===== config.mk =====
export PLATFORM = sky130hd
export DESIGN_NAME = irtdc_core
export DESIGN_NICKNAME = d
export VERILOG_FILES = /design/src/irtdc_pkg.sv /design/src/irtdc_glitch_filter.sv /design/src/irtdc_core.sv
export SDC_FILE = /design/constraint.sdc
export NUM_CORES = 1
export LEC_CHECK = 0
export BUFFER_PORTS_ARGS = -buffer_cell sky130_fd_sc_hd__buf_4
export CAP_MARGIN = 0
export CORE_MARGIN = 2
export CORE_UTILIZATION = 30
export DETAILED_ROUTE_END_ITERATION = 10
export REMOVE_ABC_BUFFERS = 1
export SETUP_SLACK_MARGIN = 0.5
export SLEW_MARGIN = 15
export SYNTH_ARGS = -nofsm -noshare
export SYNTH_HDL_FRONTEND = slang
export SYNTH_SLANG_ARGS = --single-unit

===== constraint.sdc =====
create_clock -name mclk -period 4.55 [get_ports mclk]
set_input_delay 0.455 -clock mclk [delete_from_list [all_inputs] [get_ports mclk]]
set_output_delay 0.455 -clock mclk [all_outputs]
set_load 0.1 [all_outputs]

===== src/irtdc_pkg.sv =====
// irtdc_pkg: constants, enums and state carriers for the ir timer pair
// common control and demodulation block.
// assumes: one 100 MHz clock, register reached through bank d pointer.
package irtdc_pkg;

  // register placement: bank selected by pointer low nibble, then offset
  localparam logic [3:0] CTRL_BANK = 4'hD;
  localparam logic [3:0] CTRL_OFFSET = 4'h1;
  localparam logic [7:0] CTRL_RESET = 8'h00;

  // field positions inside timer_pair_common_control
  localparam int MODE_BIT = 7;
  localparam int PIN_BIT = 6;
  localparam int EDGE_HI = 5;
  localparam int EDGE_LO = 4;
  localparam int SUB_HI = 3;
  localparam int SUB_LO = 2;
  localparam int B1_BIT = 1;
  localparam int B0_BIT = 0;

  // glitch filter lengths in clock cycles
  localparam logic [3:0] FILT_SHORT = 4'h4;
  localparam logic [3:0] FILT_LONG = 4'h8;

  localparam logic [7:0] SHORT_ALL_ONES = 8'hFF;
  localparam logic [7:0] SHORT_ZERO = 8'h00;
  localparam logic [15:0] LONG_ZERO = 16'h0000;

  typedef enum logic [1:0] {
    IRTDC_TX_NORMAL = 2'b00,
    IRTDC_TX_PINGPONG = 2'b01,
    IRTDC_TX_LONG_LOW = 2'b10,
    IRTDC_TX_LONG_HIGH = 2'b11
  } irtdc_submode_e;

  typedef enum logic [1:0] {
    IRTDC_FILT_NONE = 2'b00,
    IRTDC_FILT_4 = 2'b01,
    IRTDC_FILT_8 = 2'b10,
    IRTDC_FILT_RSVD = 2'b11
  } irtdc_filter_e;

  typedef enum logic [1:0] {
    IRTDC_EDGE_NONE = 2'b00,
    IRTDC_EDGE_RISE = 2'b01,
    IRTDC_EDGE_FALL = 2'b10,
    IRTDC_EDGE_BOTH = 2'b11
  } irtdc_edge_e;

  // software-visible control fields
  typedef struct packed {
    logic mode;
    logic pin_sel;
    logic [1:0] edge_sel;
    logic [1:0] sub;
    logic init_short;
    logic init_long;
    logic rise_flag;
    logic fall_flag;
  } irtdc_ctrl_s;

  // outputs of the short/long timer pair
  typedef struct packed {
    logic short_out;
    logic long_out;
    logic short_en;
    logic long_en;
    logic short_timeout;
    logic long_timeout;
  } irtdc_tmr_s;

endpackage : irtdc_pkg


===== src/irtdc_glitch_filter.sv =====
// irtdc_glitch_filter: passes a level once it has held for a set count.
// assumes: input already synchronised to mclk; len of zero means bypass.
`timescale 1ns/1ps
module irtdc_glitch_filter (
  input wire logic mclk,
  input wire logic reset,
  input wire logic din,
  input wire logic [3:0] len,
  output logic dout
);

  typedef struct packed {
    logic level;
    logic [3:0] cnt;
  } irtdc_filt_s;

  irtdc_filt_s state;
  irtdc_filt_s next_state;

  // count cycles the input differs from the output; any bounce restarts
  always_comb begin
    next_state = state;
    if (len == 4'h0) begin
      next_state.level = din;
      next_state.cnt = 4'h0;
    end else if (din == state.level) begin
      next_state.cnt = 4'h0;
    end else if (state.cnt + 4'h1 >= len) begin
      next_state.level = din;
      next_state.cnt = 4'h0;
    end else begin
      next_state.cnt = state.cnt + 4'h1;
    end
  end

  always_ff @(posedge mclk) begin
    if (reset) begin
      state <= '0;
    end else begin
      state <= next_state;
    end
  end

  assign dout = state.level;

endmodule : irtdc_glitch_filter


===== src/irtdc_core.sv =====
// irtdc_core: common control register, transmit output logic and
// demodulation capture for an 8-bit short timer and 16-bit long timer.
// assumes: register reached by bank pointer plus 4-bit offset; reload
// counts arrive from the per-timer registers held elsewhere.
//
// Overview of operation
// mode field zero is transmit, else demodulation
// transmit: pin bit picks port or combined output
// demodulation: pin bit picks input pin a/b
// pin b capture also raises its interrupt
// software masks that interrupt or uses pin a
// bits 3-2: submode in transmit, filter in demod
// bit 1 sets initial short output level
// bit 0 sets initial long output level
// wrap from zero to all ones: no timeout
// software events act one counter tick later
// software stops timers, then clears status separately
// software loads both short reloads with all ones
// short timer starts on first qualifying edge
// later edges capture complemented short count
// edge polarity picks the capture register
// power-on defaults; stop recovery keeps control fields
// demod bits 1-0 are edge flags, write-1-clear
// ping-pong alternates short and long enables
// ping-pong sets timeout at each terminal count
`timescale 1ns/1ps
module irtdc_core #(
  parameter int TICK_DIV = 1
) (
  input wire logic mclk,
  input wire logic reset,
  input wire logic stop_recovery,
  input wire logic [3:0] rp_bank,
  input wire logic [3:0] reg_addr,
  input wire logic reg_wr,
  input wire logic reg_rd,
  input wire logic [7:0] reg_wdata,
  output logic [7:0] reg_rdata,
  input wire logic short_start,
  input wire logic long_start,
  input wire logic timer_stop,
  input wire logic [7:0] short_timer_low_count,
  input wire logic [7:0] short_timer_high_count,
  input wire logic [15:0] long_reload,
  input wire logic port_output_value,
  input wire logic demod_input_pin_a,
  input wire logic demod_input_pin_b,
  output logic combined_output_pin,
  output irtdc_pkg::irtdc_tmr_s timers,
  output logic [7:0] pos_capture,
  output logic [7:0] neg_capture,
  output logic capture_pin_interrupt
);

  typedef struct packed {
    irtdc_pkg::irtdc_ctrl_s ctrl;
    irtdc_pkg::irtdc_tmr_s tmr;
    logic [7:0] short_cnt;
    logic [15:0] long_cnt;
    logic counting;
    logic pend_short;
    logic pend_long;
    logic pend_stop;
    logic [7:0] pos_cap;
    logic [7:0] neg_cap;
    logic irq;
    logic [7:0] rdata;
    logic [1:0] sync_a;
    logic [1:0] sync_b;
    logic filt_prev;
    logic [7:0] tick_cnt;
  } irtdc_state_s;

  irtdc_state_s state;
  irtdc_state_s next_state;
  logic filt_out;
  logic [3:0] filt_len;
  logic sel_in;

  // selected pin only after both synchroniser stages
  assign sel_in = state.ctrl.pin_sel ? state.sync_b[1] : state.sync_a[1];

  // filter length from bits 3-2 while demodulating; reserved code bypasses
  always_comb begin
    filt_len = 4'h0;
    if (state.ctrl.mode) begin
      unique case (irtdc_pkg::irtdc_filter_e'(state.ctrl.sub))
        irtdc_pkg::IRTDC_FILT_NONE: filt_len = 4'h0;
        irtdc_pkg::IRTDC_FILT_4: filt_len = irtdc_pkg::FILT_SHORT;
        irtdc_pkg::IRTDC_FILT_8: filt_len = irtdc_pkg::FILT_LONG;
        irtdc_pkg::IRTDC_FILT_RSVD: filt_len = 4'h0;
      endcase
    end
  end

  irtdc_glitch_filter u_filter (
    .mclk(mclk),
    .reset(reset),
    .din(sel_in),
    .len(filt_len),
    .dout(filt_out)
  );

  function automatic logic edge_ok(input logic [1:0] sel, input logic rise);
    edge_ok = rise ? sel[0] : sel[1];
  endfunction : edge_ok

  // next-state logic: register access, tick-aligned timers, capture
  always_comb begin
    logic sel_hit;
    logic tick;
    logic rise;
    logic fall;
    logic qual;
    logic pingpong;
    sel_hit = 1'b0;
    tick = 1'b0;
    rise = 1'b0;
    fall = 1'b0;
    qual = 1'b0;
    pingpong = 1'b0;
    next_state = state;
    next_state.tmr.short_timeout = 1'b0;
    next_state.tmr.long_timeout = 1'b0;
    next_state.irq = 1'b0;
    next_state.sync_a = {state.sync_a[0], demod_input_pin_a};
    next_state.sync_b = {state.sync_b[0], demod_input_pin_b};
    next_state.filt_prev = filt_out;

    // counter clock divider: one-cycle tick every TICK_DIV cycles
    if (state.tick_cnt >= 8'(TICK_DIV - 1)) begin
      next_state.tick_cnt = 8'h00;
      tick = 1'b1;
    end else begin
      next_state.tick_cnt = state.tick_cnt + 8'h01;
    end

    sel_hit = (rp_bank == irtdc_pkg::CTRL_BANK) &&
              (reg_addr == irtdc_pkg::CTRL_OFFSET);
    pingpong = !state.ctrl.mode &&
               (state.ctrl.sub == 2'(irtdc_pkg::IRTDC_TX_PINGPONG));

    if (tick) begin
      next_state.pend_short = 1'b0;
      next_state.pend_long = 1'b0;
      next_state.pend_stop = 1'b0;
      if (state.pend_stop) begin
        next_state.tmr.short_en = 1'b0;
        next_state.tmr.long_en = 1'b0;
        next_state.counting = 1'b0;
      end
      if (state.pend_short && !state.pend_stop) begin
        next_state.tmr.short_en = 1'b1;
        next_state.counting = 1'b0;
        if (!state.ctrl.mode) begin
          next_state.tmr.short_out = state.ctrl.init_short;
          next_state.short_cnt = state.ctrl.init_short ?
            short_timer_high_count : short_timer_low_count;
        end
      end
      if (state.pend_long && !state.pend_stop && !state.ctrl.mode) begin
        next_state.tmr.long_en = 1'b1;
        next_state.tmr.long_out = state.ctrl.init_long;
        next_state.long_cnt = long_reload;
      end

      // transmit: terminal count reloads and toggles, never wraps
      if (!state.ctrl.mode && state.tmr.short_en && !state.pend_stop) begin
        if (state.short_cnt == irtdc_pkg::SHORT_ZERO) begin
          next_state.tmr.short_timeout = 1'b1;
          next_state.tmr.short_out = !state.tmr.short_out;
          next_state.short_cnt = state.tmr.short_out ?
            short_timer_low_count : short_timer_high_count;
          if (pingpong) begin
            next_state.tmr.short_en = 1'b0;
            next_state.tmr.long_en = 1'b1;
            next_state.long_cnt = long_reload;
          end
        end else begin
          next_state.short_cnt = state.short_cnt - 8'h01;
        end
      end
      if (!state.ctrl.mode && state.tmr.long_en && !state.pend_stop) begin
        if (state.long_cnt == irtdc_pkg::LONG_ZERO) begin
          next_state.tmr.long_timeout = 1'b1;
          next_state.tmr.long_out = !state.tmr.long_out;
          next_state.long_cnt = long_reload;
          if (pingpong) begin
            next_state.tmr.long_en = 1'b0;
            next_state.tmr.short_en = 1'b1;
            next_state.short_cnt = state.tmr.short_out ?
              short_timer_high_count : short_timer_low_count;
          end
        end else begin
          next_state.long_cnt = state.long_cnt - 16'h0001;
        end
      end

      // demod: free count down; 0 to all ones is silent wrap
      if (state.ctrl.mode && state.counting && !state.pend_stop) begin
        next_state.short_cnt = state.short_cnt - 8'h01;
      end
    end

    // requests latch after the tick clear, so one taken on a tick survives
    if (short_start) next_state.pend_short = 1'b1;
    if (long_start) next_state.pend_long = 1'b1;
    if (timer_stop) next_state.pend_stop = 1'b1;

    // submodes that pin the long output override its toggling
    if (!state.ctrl.mode &&
        state.ctrl.sub == 2'(irtdc_pkg::IRTDC_TX_LONG_LOW)) begin
      next_state.tmr.long_out = 1'b0;
    end
    if (!state.ctrl.mode &&
        state.ctrl.sub == 2'(irtdc_pkg::IRTDC_TX_LONG_HIGH)) begin
      next_state.tmr.long_out = 1'b1;
    end

    // demod edges: flags, start on first, capture afterwards
    rise = filt_out && !state.filt_prev;
    fall = !filt_out && state.filt_prev;
    qual = (rise && edge_ok(state.ctrl.edge_sel, 1'b1)) ||
           (fall && edge_ok(state.ctrl.edge_sel, 1'b0));

    // write-1-clear first, so a same-cycle edge sets again
    if (reg_wr && sel_hit) begin
      next_state.ctrl.mode = reg_wdata[irtdc_pkg::MODE_BIT];
      next_state.ctrl.pin_sel = reg_wdata[irtdc_pkg::PIN_BIT];
      next_state.ctrl.edge_sel =
        reg_wdata[irtdc_pkg::EDGE_HI:irtdc_pkg::EDGE_LO];
      next_state.ctrl.sub = reg_wdata[irtdc_pkg::SUB_HI:irtdc_pkg::SUB_LO];
      if (state.ctrl.mode) begin
        if (reg_wdata[irtdc_pkg::B1_BIT]) next_state.ctrl.rise_flag = 1'b0;
        if (reg_wdata[irtdc_pkg::B0_BIT]) next_state.ctrl.fall_flag = 1'b0;
      end else begin
        next_state.ctrl.init_short = reg_wdata[irtdc_pkg::B1_BIT];
        next_state.ctrl.init_long = reg_wdata[irtdc_pkg::B0_BIT];
      end
    end

    if (state.ctrl.mode) begin
      if (rise && edge_ok(state.ctrl.edge_sel, 1'b1)) begin
        next_state.ctrl.rise_flag = 1'b1;
      end
      if (fall && edge_ok(state.ctrl.edge_sel, 1'b0)) begin
        next_state.ctrl.fall_flag = 1'b1;
      end
      if (qual && state.tmr.short_en) begin
        if (!state.counting) begin
          next_state.counting = 1'b1;
          next_state.short_cnt = short_timer_low_count;
        end else begin
          if (rise) next_state.pos_cap = ~state.short_cnt;
          else next_state.neg_cap = ~state.short_cnt;
          next_state.irq = state.ctrl.pin_sel;
        end
      end
    end

    // stop recovery halts counting but keeps every control field
    if (stop_recovery) begin
      next_state.tmr.short_en = 1'b0;
      next_state.tmr.long_en = 1'b0;
      next_state.counting = 1'b0;
      next_state.ctrl = state.ctrl;
    end

    // read data: bits 1-0 show flags while demodulating
    if (reg_rd && sel_hit) begin
      next_state.rdata = {state.ctrl.mode, state.ctrl.pin_sel,
        state.ctrl.edge_sel, state.ctrl.sub,
        state.ctrl.mode ? state.ctrl.rise_flag : state.ctrl.init_short,
        state.ctrl.mode ? state.ctrl.fall_flag : state.ctrl.init_long};
    end
  end

  // power-on reset loads control defaults
  always_ff @(posedge mclk) begin
    if (reset) begin
      state <= '0;
      state.ctrl <= irtdc_pkg::irtdc_ctrl_s'({2'b00,
        irtdc_pkg::CTRL_RESET});
    end else begin
      state <= next_state;
    end
  end

  // pin carries port data or the combined timer output
  assign combined_output_pin = (!state.ctrl.mode && state.ctrl.pin_sel) ?
    (state.tmr.short_out ^ state.tmr.long_out) : port_output_value;
  assign timers = state.tmr;
  assign pos_capture = state.pos_cap;
  assign neg_capture = state.neg_cap;
  assign capture_pin_interrupt = state.irq;
  assign reg_rdata = state.rdata;

endmodule : irtdc_core


[Yosys cells after proc, flatten, opt, wreduce, memory -nomap -nowiden]
Index checks and enable logic that the tools add are counted.
Cells by class
  bitwise operators: 10
  mux-type cells: 64
  reductions and logical operators: 49
  add/sub/neg operators: 4
  eq/ne operators: 7
  order comparisons: 2
Operators with widths (number)
  2-to-1 mux 8 bit: 11
  2-to-1 mux 16 bit: 5
  2-to-1 mux 33 bit: 1
  2-to-1 mux 1 bit: 28
  2-to-1 mux 25 bit: 1
  2-to-1 mux 24 bit: 1
  logical AND 1 bit: 21
  zero test 16 bit: 1
  subtractor 16 x 1 -> 16 bit (second input constant): 1
  2-to-1 mux 2 bit: 7
  2-to-1 mux 3 bit: 4
  2-to-1 mux 4 bit: 3
  one-hot mux 4 bit (3 select lines): 1
  2-to-1 mux 9 bit: 1
  adder 8 x 1 -> 8 bit (second input constant): 1
  >= comparator 8 x 1 -> 1 bit (second input constant): 1
  zero test 8 bit: 1
  inverter 1 bit: 8
  inverter 8 bit: 1
  AND reduction 4 bit: 2
  nonzero test 2 bit: 4
  OR reduction 4 bit: 2
  subtractor 8 x 1 -> 8 bit (second input constant): 1
  zero test 1 bit: 6
  18 further kinds: 23
Storage, ports and cells
  bits in registers: 87
  input bits: 59

[Depth between registers and ports, before layout]
Gate-level depths: netlist (run 1).
  depth after elaboration: 16
  gate-level depth with buffers: 10

[Hierarchy]
From an unflattened synthesis (run 1), not the netlist that was laid out.
Unflattened totals
  cell total of the unflattened synthesis: 551
  area total of the unflattened synthesis: 4700.8 um^2
Modules (own cells, without submodules)
  irtdc_core: cells each 519, times used 1, area an instance 4393.0 um^2
  irtdc_glitch_filter: cells each 32, times used 1, area an instance 307.8 um^2

[Worst setup path before layout (run 1)]
OpenSTA, ideal clock, no wires.
  path kind: reg2out
  from: reg state (netlist bit timers[5])
  to: out combined_output_pin
  cell stages (with the launch flop): 6
  arrival time: 2748 ps
  required time: 4095 ps
  path buffers: 3
  path slack: 1347 ps
  path through: dfxtp_1 -> clkbuf_1 -> buf_2 -> clkbuf_1 -> xnor2_1 -> a31oi_1
Between the ends
  word-level cells in the longest chain between the ends: 2
RTL lines
  start, declared: line irtdc_core.sv:74  | irtdc_state_s state;
  start signal, assigned: line irtdc_core.sv:285  | state <= next_state;
  bitwise XOR 1 bit: line irtdc_core.sv:291  | (state.tmr.short_out ^ state.tmr.long_out) : port_output_value;
  2-to-1 mux 1 bit: line irtdc_core.sv:290  | assign combined_output_pin = (!state.ctrl.mode && state.ctrl.pin_sel) ?
  end, declared: line irtdc_core.sv:48  | output logic combined_output_pin,
Every way passes these cells.

[Worst setup path after layout (run 1)]
  from: reg state[81] (netlist bit)
  to: reg state (netlist bit timers[4])
Between the ends
  word-level cells in the longest chain between the ends: 8
RTL lines
  zero test 1 bit *
  logical AND 1 bit: line irtdc_core.sv:161  | if (state.pend_long && !state.pend_stop && !state.ctrl.mode) begin
  2-to-1 mux 1 bit: line irtdc_core.sv:161
  2-to-1 mux 3 bit: line irtdc_core.sv:184  | if (state.long_cnt == irtdc_pkg::LONG_ZERO) begin
  2-to-1 mux 3 bit: line irtdc_core.sv:183  | if (!state.ctrl.mode && state.tmr.long_en && !state.pend_stop) begin
  2-to-1 mux 33 bit: line irtdc_core.sv:143  | if (tick) begin
  2-to-1 mux 1 bit: line irtdc_core.sv:211  | if (!state.ctrl.mode &&
  2-to-1 mux 1 bit: line irtdc_core.sv:215  | if (!state.ctrl.mode &&
Mark *: on every way between the ends. The rest lies on a longest branch, timed or not. The select of a mux whose other input is x is not followed.
A chain may end at the register's enable or synchronous reset.

==> impl_metrics.toml, run 1 <==
[sta]
tightest_slew_ns = 0.928
hold_violations = 0
slew_headroom = 0.377
fin_crit_ns = 2.79
whs_ns = 0.325
rsz0062_at_grt = "false"
skew_ns = 0.00480
tns_ns = 0
setup_violations = 0
period_share = 0.613
fmax_ghz = 0.358
slew_viol_final = 0

[routing]
wire_per_inst_um = 16.1
viasPerCell = 5.24
drtIter0Drc = 310
vias = 4262
ant_nets = 0
drc_errors = 0
drt_wl_total_mm = 13.1
first_pass_iters = 5

[clock_network]
cts_setup_buffers = 0
cts_resized = 0
root_buffer = "clkbuf_16"
cts_hold_buf = 0
numCtsBuffers = 9
clkLatencyLatePin_ns = 0.34
clock_sinks = 79
clockBufferDepth = 2
clk_pin_slew_ns = 0.06
cts_tree = "yes"
htree_levels = 3

[pwr]
p_leak_nw = 2.15
powerDensity_nw_per_um2 = 308
ir_drop_v = 0.000175

[outcome]
status = "complete, no violations"

[synth]
synthArstFlopShare = 0
ys_types = 79
syn_inst = 555
synth-seq-area-share = 0.328
synth.top_cells.by_area = "dfxtp_1 (33%), mux2i_1 (8.1%), buf_4 (5.3%), nor2_1 (5.1%), a211oi_1 (3.9%)"
avgSynthCellArea_um2 = 8.69
synth_area_um2 = 4820
yosys.area.top_type_share = 0.328
post-synth-top-area-cell = "dfxtp_1"
synth_edf_count = 0
synth.most_common_cell = "dfxtp_1"
ys_dominant_reg_cell = "dfxtp_1"
synth.ff_latch_count = 79
ys_warn_count = 0
yosys-top-cells-count = "dfxtp_1 (79), nor2_1 (66), mux2i_1 (39), buf_4 (34), a21oi_1 (33)"

[placement]
place.gp.congestion = 0.861
dp_hpwl_mm = 9.33
port_buffers = 90

[critical_path]
reg2reg_from = "state[81]"
r2r_end = "timers[4]"
ff2ff_path_depth = 5
critPathLaunch = "state[81]"
reg2reg_slack_ns = 1.76
critPathArrivalTime_ns = 3.04
path_class = "flip-flop to flip-flop"
crit_path_end = "timers[4]"
crit_fanout = 18
cp-end-kind = "flip-flop"
cp_data_required_time_ns = 4.80
critPathLaunchType = "flip-flop"

[hold_path]
hold_depth = 2
min_path_type = "input port to flip-flop"

[cells_and_area]
nets = 659
syn2layout_area_growth_pct = 17.0
fill_cells = 1668
drive_gt1_frac = 0.258
antennaDiodeCount = 0

[grt]
grt_pass1_vias = 4173
gr-total-overflow = 0
antenna_found_initial = 0
grt_util_all_layers = 0.157
grt_pass1_wl_mm = 21.0
grt_max_degree = 80

[flow_run]
maxCapViolations = 0

[floorplanning]
start_util = 0.306
core_area_um2 = 15800
dieWidth_um = 131
die_area_um2 = 17100
rows = 46
die_h_um = 131
ioPinCount = 91
-- power by group --
part	total (W)	switching [W]	internal (W)
Sequential	0.000751	0.0000379	0.000713
Combinational	0.000287	0.000160	0.000128
Clock	0.000697	0.000282	0.000414
Total	0.00173	0.000480	0.00125
-- layout by cell type, fill, tap and decap left out, drive strengths merged, types with 7 or more instances in the layout --
master   Yosys  final
mux2i       39     39
inv         25     25
o21ai       24     24
nor4        14     14
nand3        8      8
buf         48     94
a21oi       34     34
dfxtp       79     79
a31oi        7      7
clkbuf      17      9
xnor2        8      8
nor2        66     66
nor2b        7      7
a211oi      25     25
a2111oi      7      7
nand2       23     23
nor3        22     22
-- layer usage --
metal,wire length [µm],track usage,part of all wire,vias to the layer above
met5,0,0,0,-
met1,5920,0.202,0.45,2030
met4,256,0.0526,0.020,0
met2,6050,0.252,0.46,150
li1,-,-,-,2063
met3,850,0.0489,0.065,19
-- kinds of logic (layout without fill, tap and decap cells) --
kind of cell             after synthesis  in the layout  share of synthesized area
AO/OA/AOI/OAI                        137            137                      0.203
buffers and inverters                 90            132                      0.109
flip-flops                            79             79                      0.328
XOR/XNOR                              11             11                     0.0200
adder cells (fa/ha/maj)                5              5                     0.0130
AND/OR/NAND/NOR                      189            189                      0.235
multiplexers                          44             44                     0.0926
-- layout make-up --
type	instances	area [µm²]	share of cell area
Inverter	25	93.8	0.0166
Tap cell	216	270	0.0479
Sequential cell	79	1580	0.280
Clock buffer	9	225	0.0399
Clock inverter	4	50.0	0.00887
Timing Repair Buffer	94	706	0.125
Multi-Input combinational cell	386	2710	0.481
-- registers in the layout, indices dropped and copies added, names as in the netlist --
register               cells
capture_pin_interrupt      1
neg_capture                8
next_state                 2
pos_capture                8
reg_rdata                  8
state                     41
timers                     6
u_filter.dout              1
u_filter.state             4
-- critical path, cell delays in order, from the launching register on --
cell,delay (ns)
dfxtp_1,0.53
nor3b_2,0.83
nand2_1,0.28
or2_1,0.48
mux2_2,0.35
a211oi_1,0.21
-- worst min-delay path by stage --
stage	slack (ns)	end	start
after floorplan	0.41	state[10]	next_state[10]
after global placement	0.43	state[12]	next_state[12]
after detailed placement	0.43	state[10]	next_state[10]
after CTS	0.31	next_state[10]	demod_input_pin_b
after global routing	0.32	next_state[12]	demod_input_pin_a
final	0.32	next_state[10]	demod_input_pin_b
-- metrics by stage --
step	power, W	area [µm²]	utilization	cells	setup WS, ns
5_1_grt	0.00181	5640	0.358	813	1.51
3_3_place_gp	0.00105	5370	0.340	800	1.93
2_1_floorplan	0.000943	4390	-	490	0.874
6_report	0.00173	5640	0.358	813	1.76
4_1_cts	0.00176	5640	0.358	813	1.76
3_5_place_dp	0.00105	5370	0.340	800	1.76
(Power assumes the default switching activity.)
==> inputs of run 2 (changes only) <==
- clock period: 4.55 -> 2.7 ns (I/O delays scaled with it)
==> run 2 against run 1 <==
Net effect:
- maximum frequency is 33% higher
- non-clock buffer count is 30 higher
- final cell count is 4.2% higher
- sequential power is 68% higher
- final area is 5.8% higher
- critical path depth is 3 higher
- die area stayed put
- combinational power is 100% higher
- critical path type unchanged
- clock skew is 0.0060 ns higher
- setup slack worse by 1.2 ns
==> impl_metrics.toml, run 2 (synthesis results as in run 1) <==
[pwr]
p_leak_nw = 2.36
ir_drop_v = 0.000310
powerDensity_nw_per_um2 = 496
finalPower_w = 0.00296

[clock_network]
cts_tree = "yes"
clockBufferDepth = 2
clock_sinks = 79
htree_levels = 3
clk_pin_slew_ns = 0.06
root_buffer = "clkbuf_16"
clkLatencyLatePin_ns = 0.35
numCtsBuffers = 9

[routing]
ant_nets = 0
drt_wl_total_mm = 14.0
viasPerCell = 5.26
drtIter0Drc = 315
vias = 4459
first_pass_iters = 5
wire_per_inst_um = 16.5
drc_errors = 0

[cells_and_area]
regMostFlops = "state"
final_common_cell = "buf_4"
stdcell_area_um2 = 5970
largest_reg_flops = 41
layout_common_cells = "buf_4 (121), dfxtp_1 (78), nor2_1 (66)"
antennaDiodeCount = 0
utilization = 0.378
multi_input_area_um2 = 2810
syn2layout_area_growth_pct = 23.8
drive_gt1_frac = 0.309
nets = 691
fill_cells = 1650
regArea_um2 = 1580

[sta]
skew_ns = 0.0108
fin_crit_ns = 2.10
tightest_slew_ns = 0.909
setup_violations = 0
layout_setup_ws_ns = 0.596
period_share = 0.779
hold_violations = 0
slew_viol_final = 0
fmax_ghz = 0.475
slew_headroom = 0.394
rsz0062_at_grt = "false"

[floorplanning]
ioPinCount = 91
rows = 46
start_util = 0.306
dieWidth_um = 131
core_area_um2 = 15800
die_h_um = 131
die_area_um2 = 17100

[critical_path]
crit_fanout = 6
cp-end-kind = "flip-flop"
critPathLaunchType = "flip-flop"
critPathArrivalTime_ns = 2.36
path_class = "flip-flop to flip-flop"
reg2reg_slack_ns = 0.60
cp_data_required_time_ns = 2.96

[outcome]
status = "complete, no violations"

[placement]
place_ws_ns = 0.258
port_buffers = 90
place_area_um2 = 5490
dp_hpwl_mm = 9.90
place.gp.congestion = 0.853

[grt]
grt_util_all_layers = 0.165
grt_pass1_wl_mm = 22.0
antenna_found_initial = 0
grt_pass1_vias = 4317
grt_max_degree = 80
gr-total-overflow = 0

[hold_path]
min_path_type = "input port to flip-flop"

[flow_run]
maxCapViolations = 0
## run 2: final cells by class
type / instances / share of cell area
multi-input cells: 388 / 0.470
flip-flops and latches: 79 / 0.265
repair buffers: 124 / 0.159
well taps: 216 / 0.0453
clock buffers: 11 / 0.0390
inverters: 25 / 0.0157
clock inverters: 4 / 0.00524
## run 2: layer usage
layer | wire length [µm] | global-route usage | up-vias | share of wire
met1 | 6230 | 0.213 | 2126 | 0.44
met4 | 239 | 0.0594 | 0 | 0.017
met3 | 901 | 0.0403 | 21 | 0.064
met2 | 6640 | 0.269 | 173 | 0.47
met5 | 0 | 0 | - | 0
li1 | - | - | 2139 | -
## run 2: power breakdown
group | switching, W | internal, W
clock network | 0.000500 | 0.000621
registers | 0.0000571 | 0.00120
logic | 0.000313 | 0.000269
total | 0.000870 | 0.00209
## run 2: what timing repair did
item / in CTS / in global routing
gates cloned: 0 / 2
buffers inserted: 5 / 8
hold buffers: 0 / 0
resized for setup: 6 / 11
endpoints found under the setup margin: 25 / 26
pin swaps: 2 / 3
## run 2: metrics by stage
step                cells  setup TNS, ns  hold slack [ns]
finish                847              0            0.131
global route          847              0            0.120
CTS                   837              0            0.120
detailed placement    817              0            0.428
global placement      817              0            0.432
floorplan             490         -0.868            0.337
## run 2: worst paths after layout
path	startpoint	to	cells after the start
min	short_start	state[40]	2
min reg2reg	next_state[12]	state[12]	1
max reg2reg	state[43]	timers[4]	8
max	state[43]	timers[4]	8
## run 2: worst max-delay path, stage by stage (launching register included)
cell	delay (ns)
dfxtp_1	0.34
inv_1	0.13
ha_4	0.17
nor4b_4	0.18
buf_4	0.19
nand4_4	0.17
or2_4	0.34
mux2_2	0.28
a211oi_1	0.21
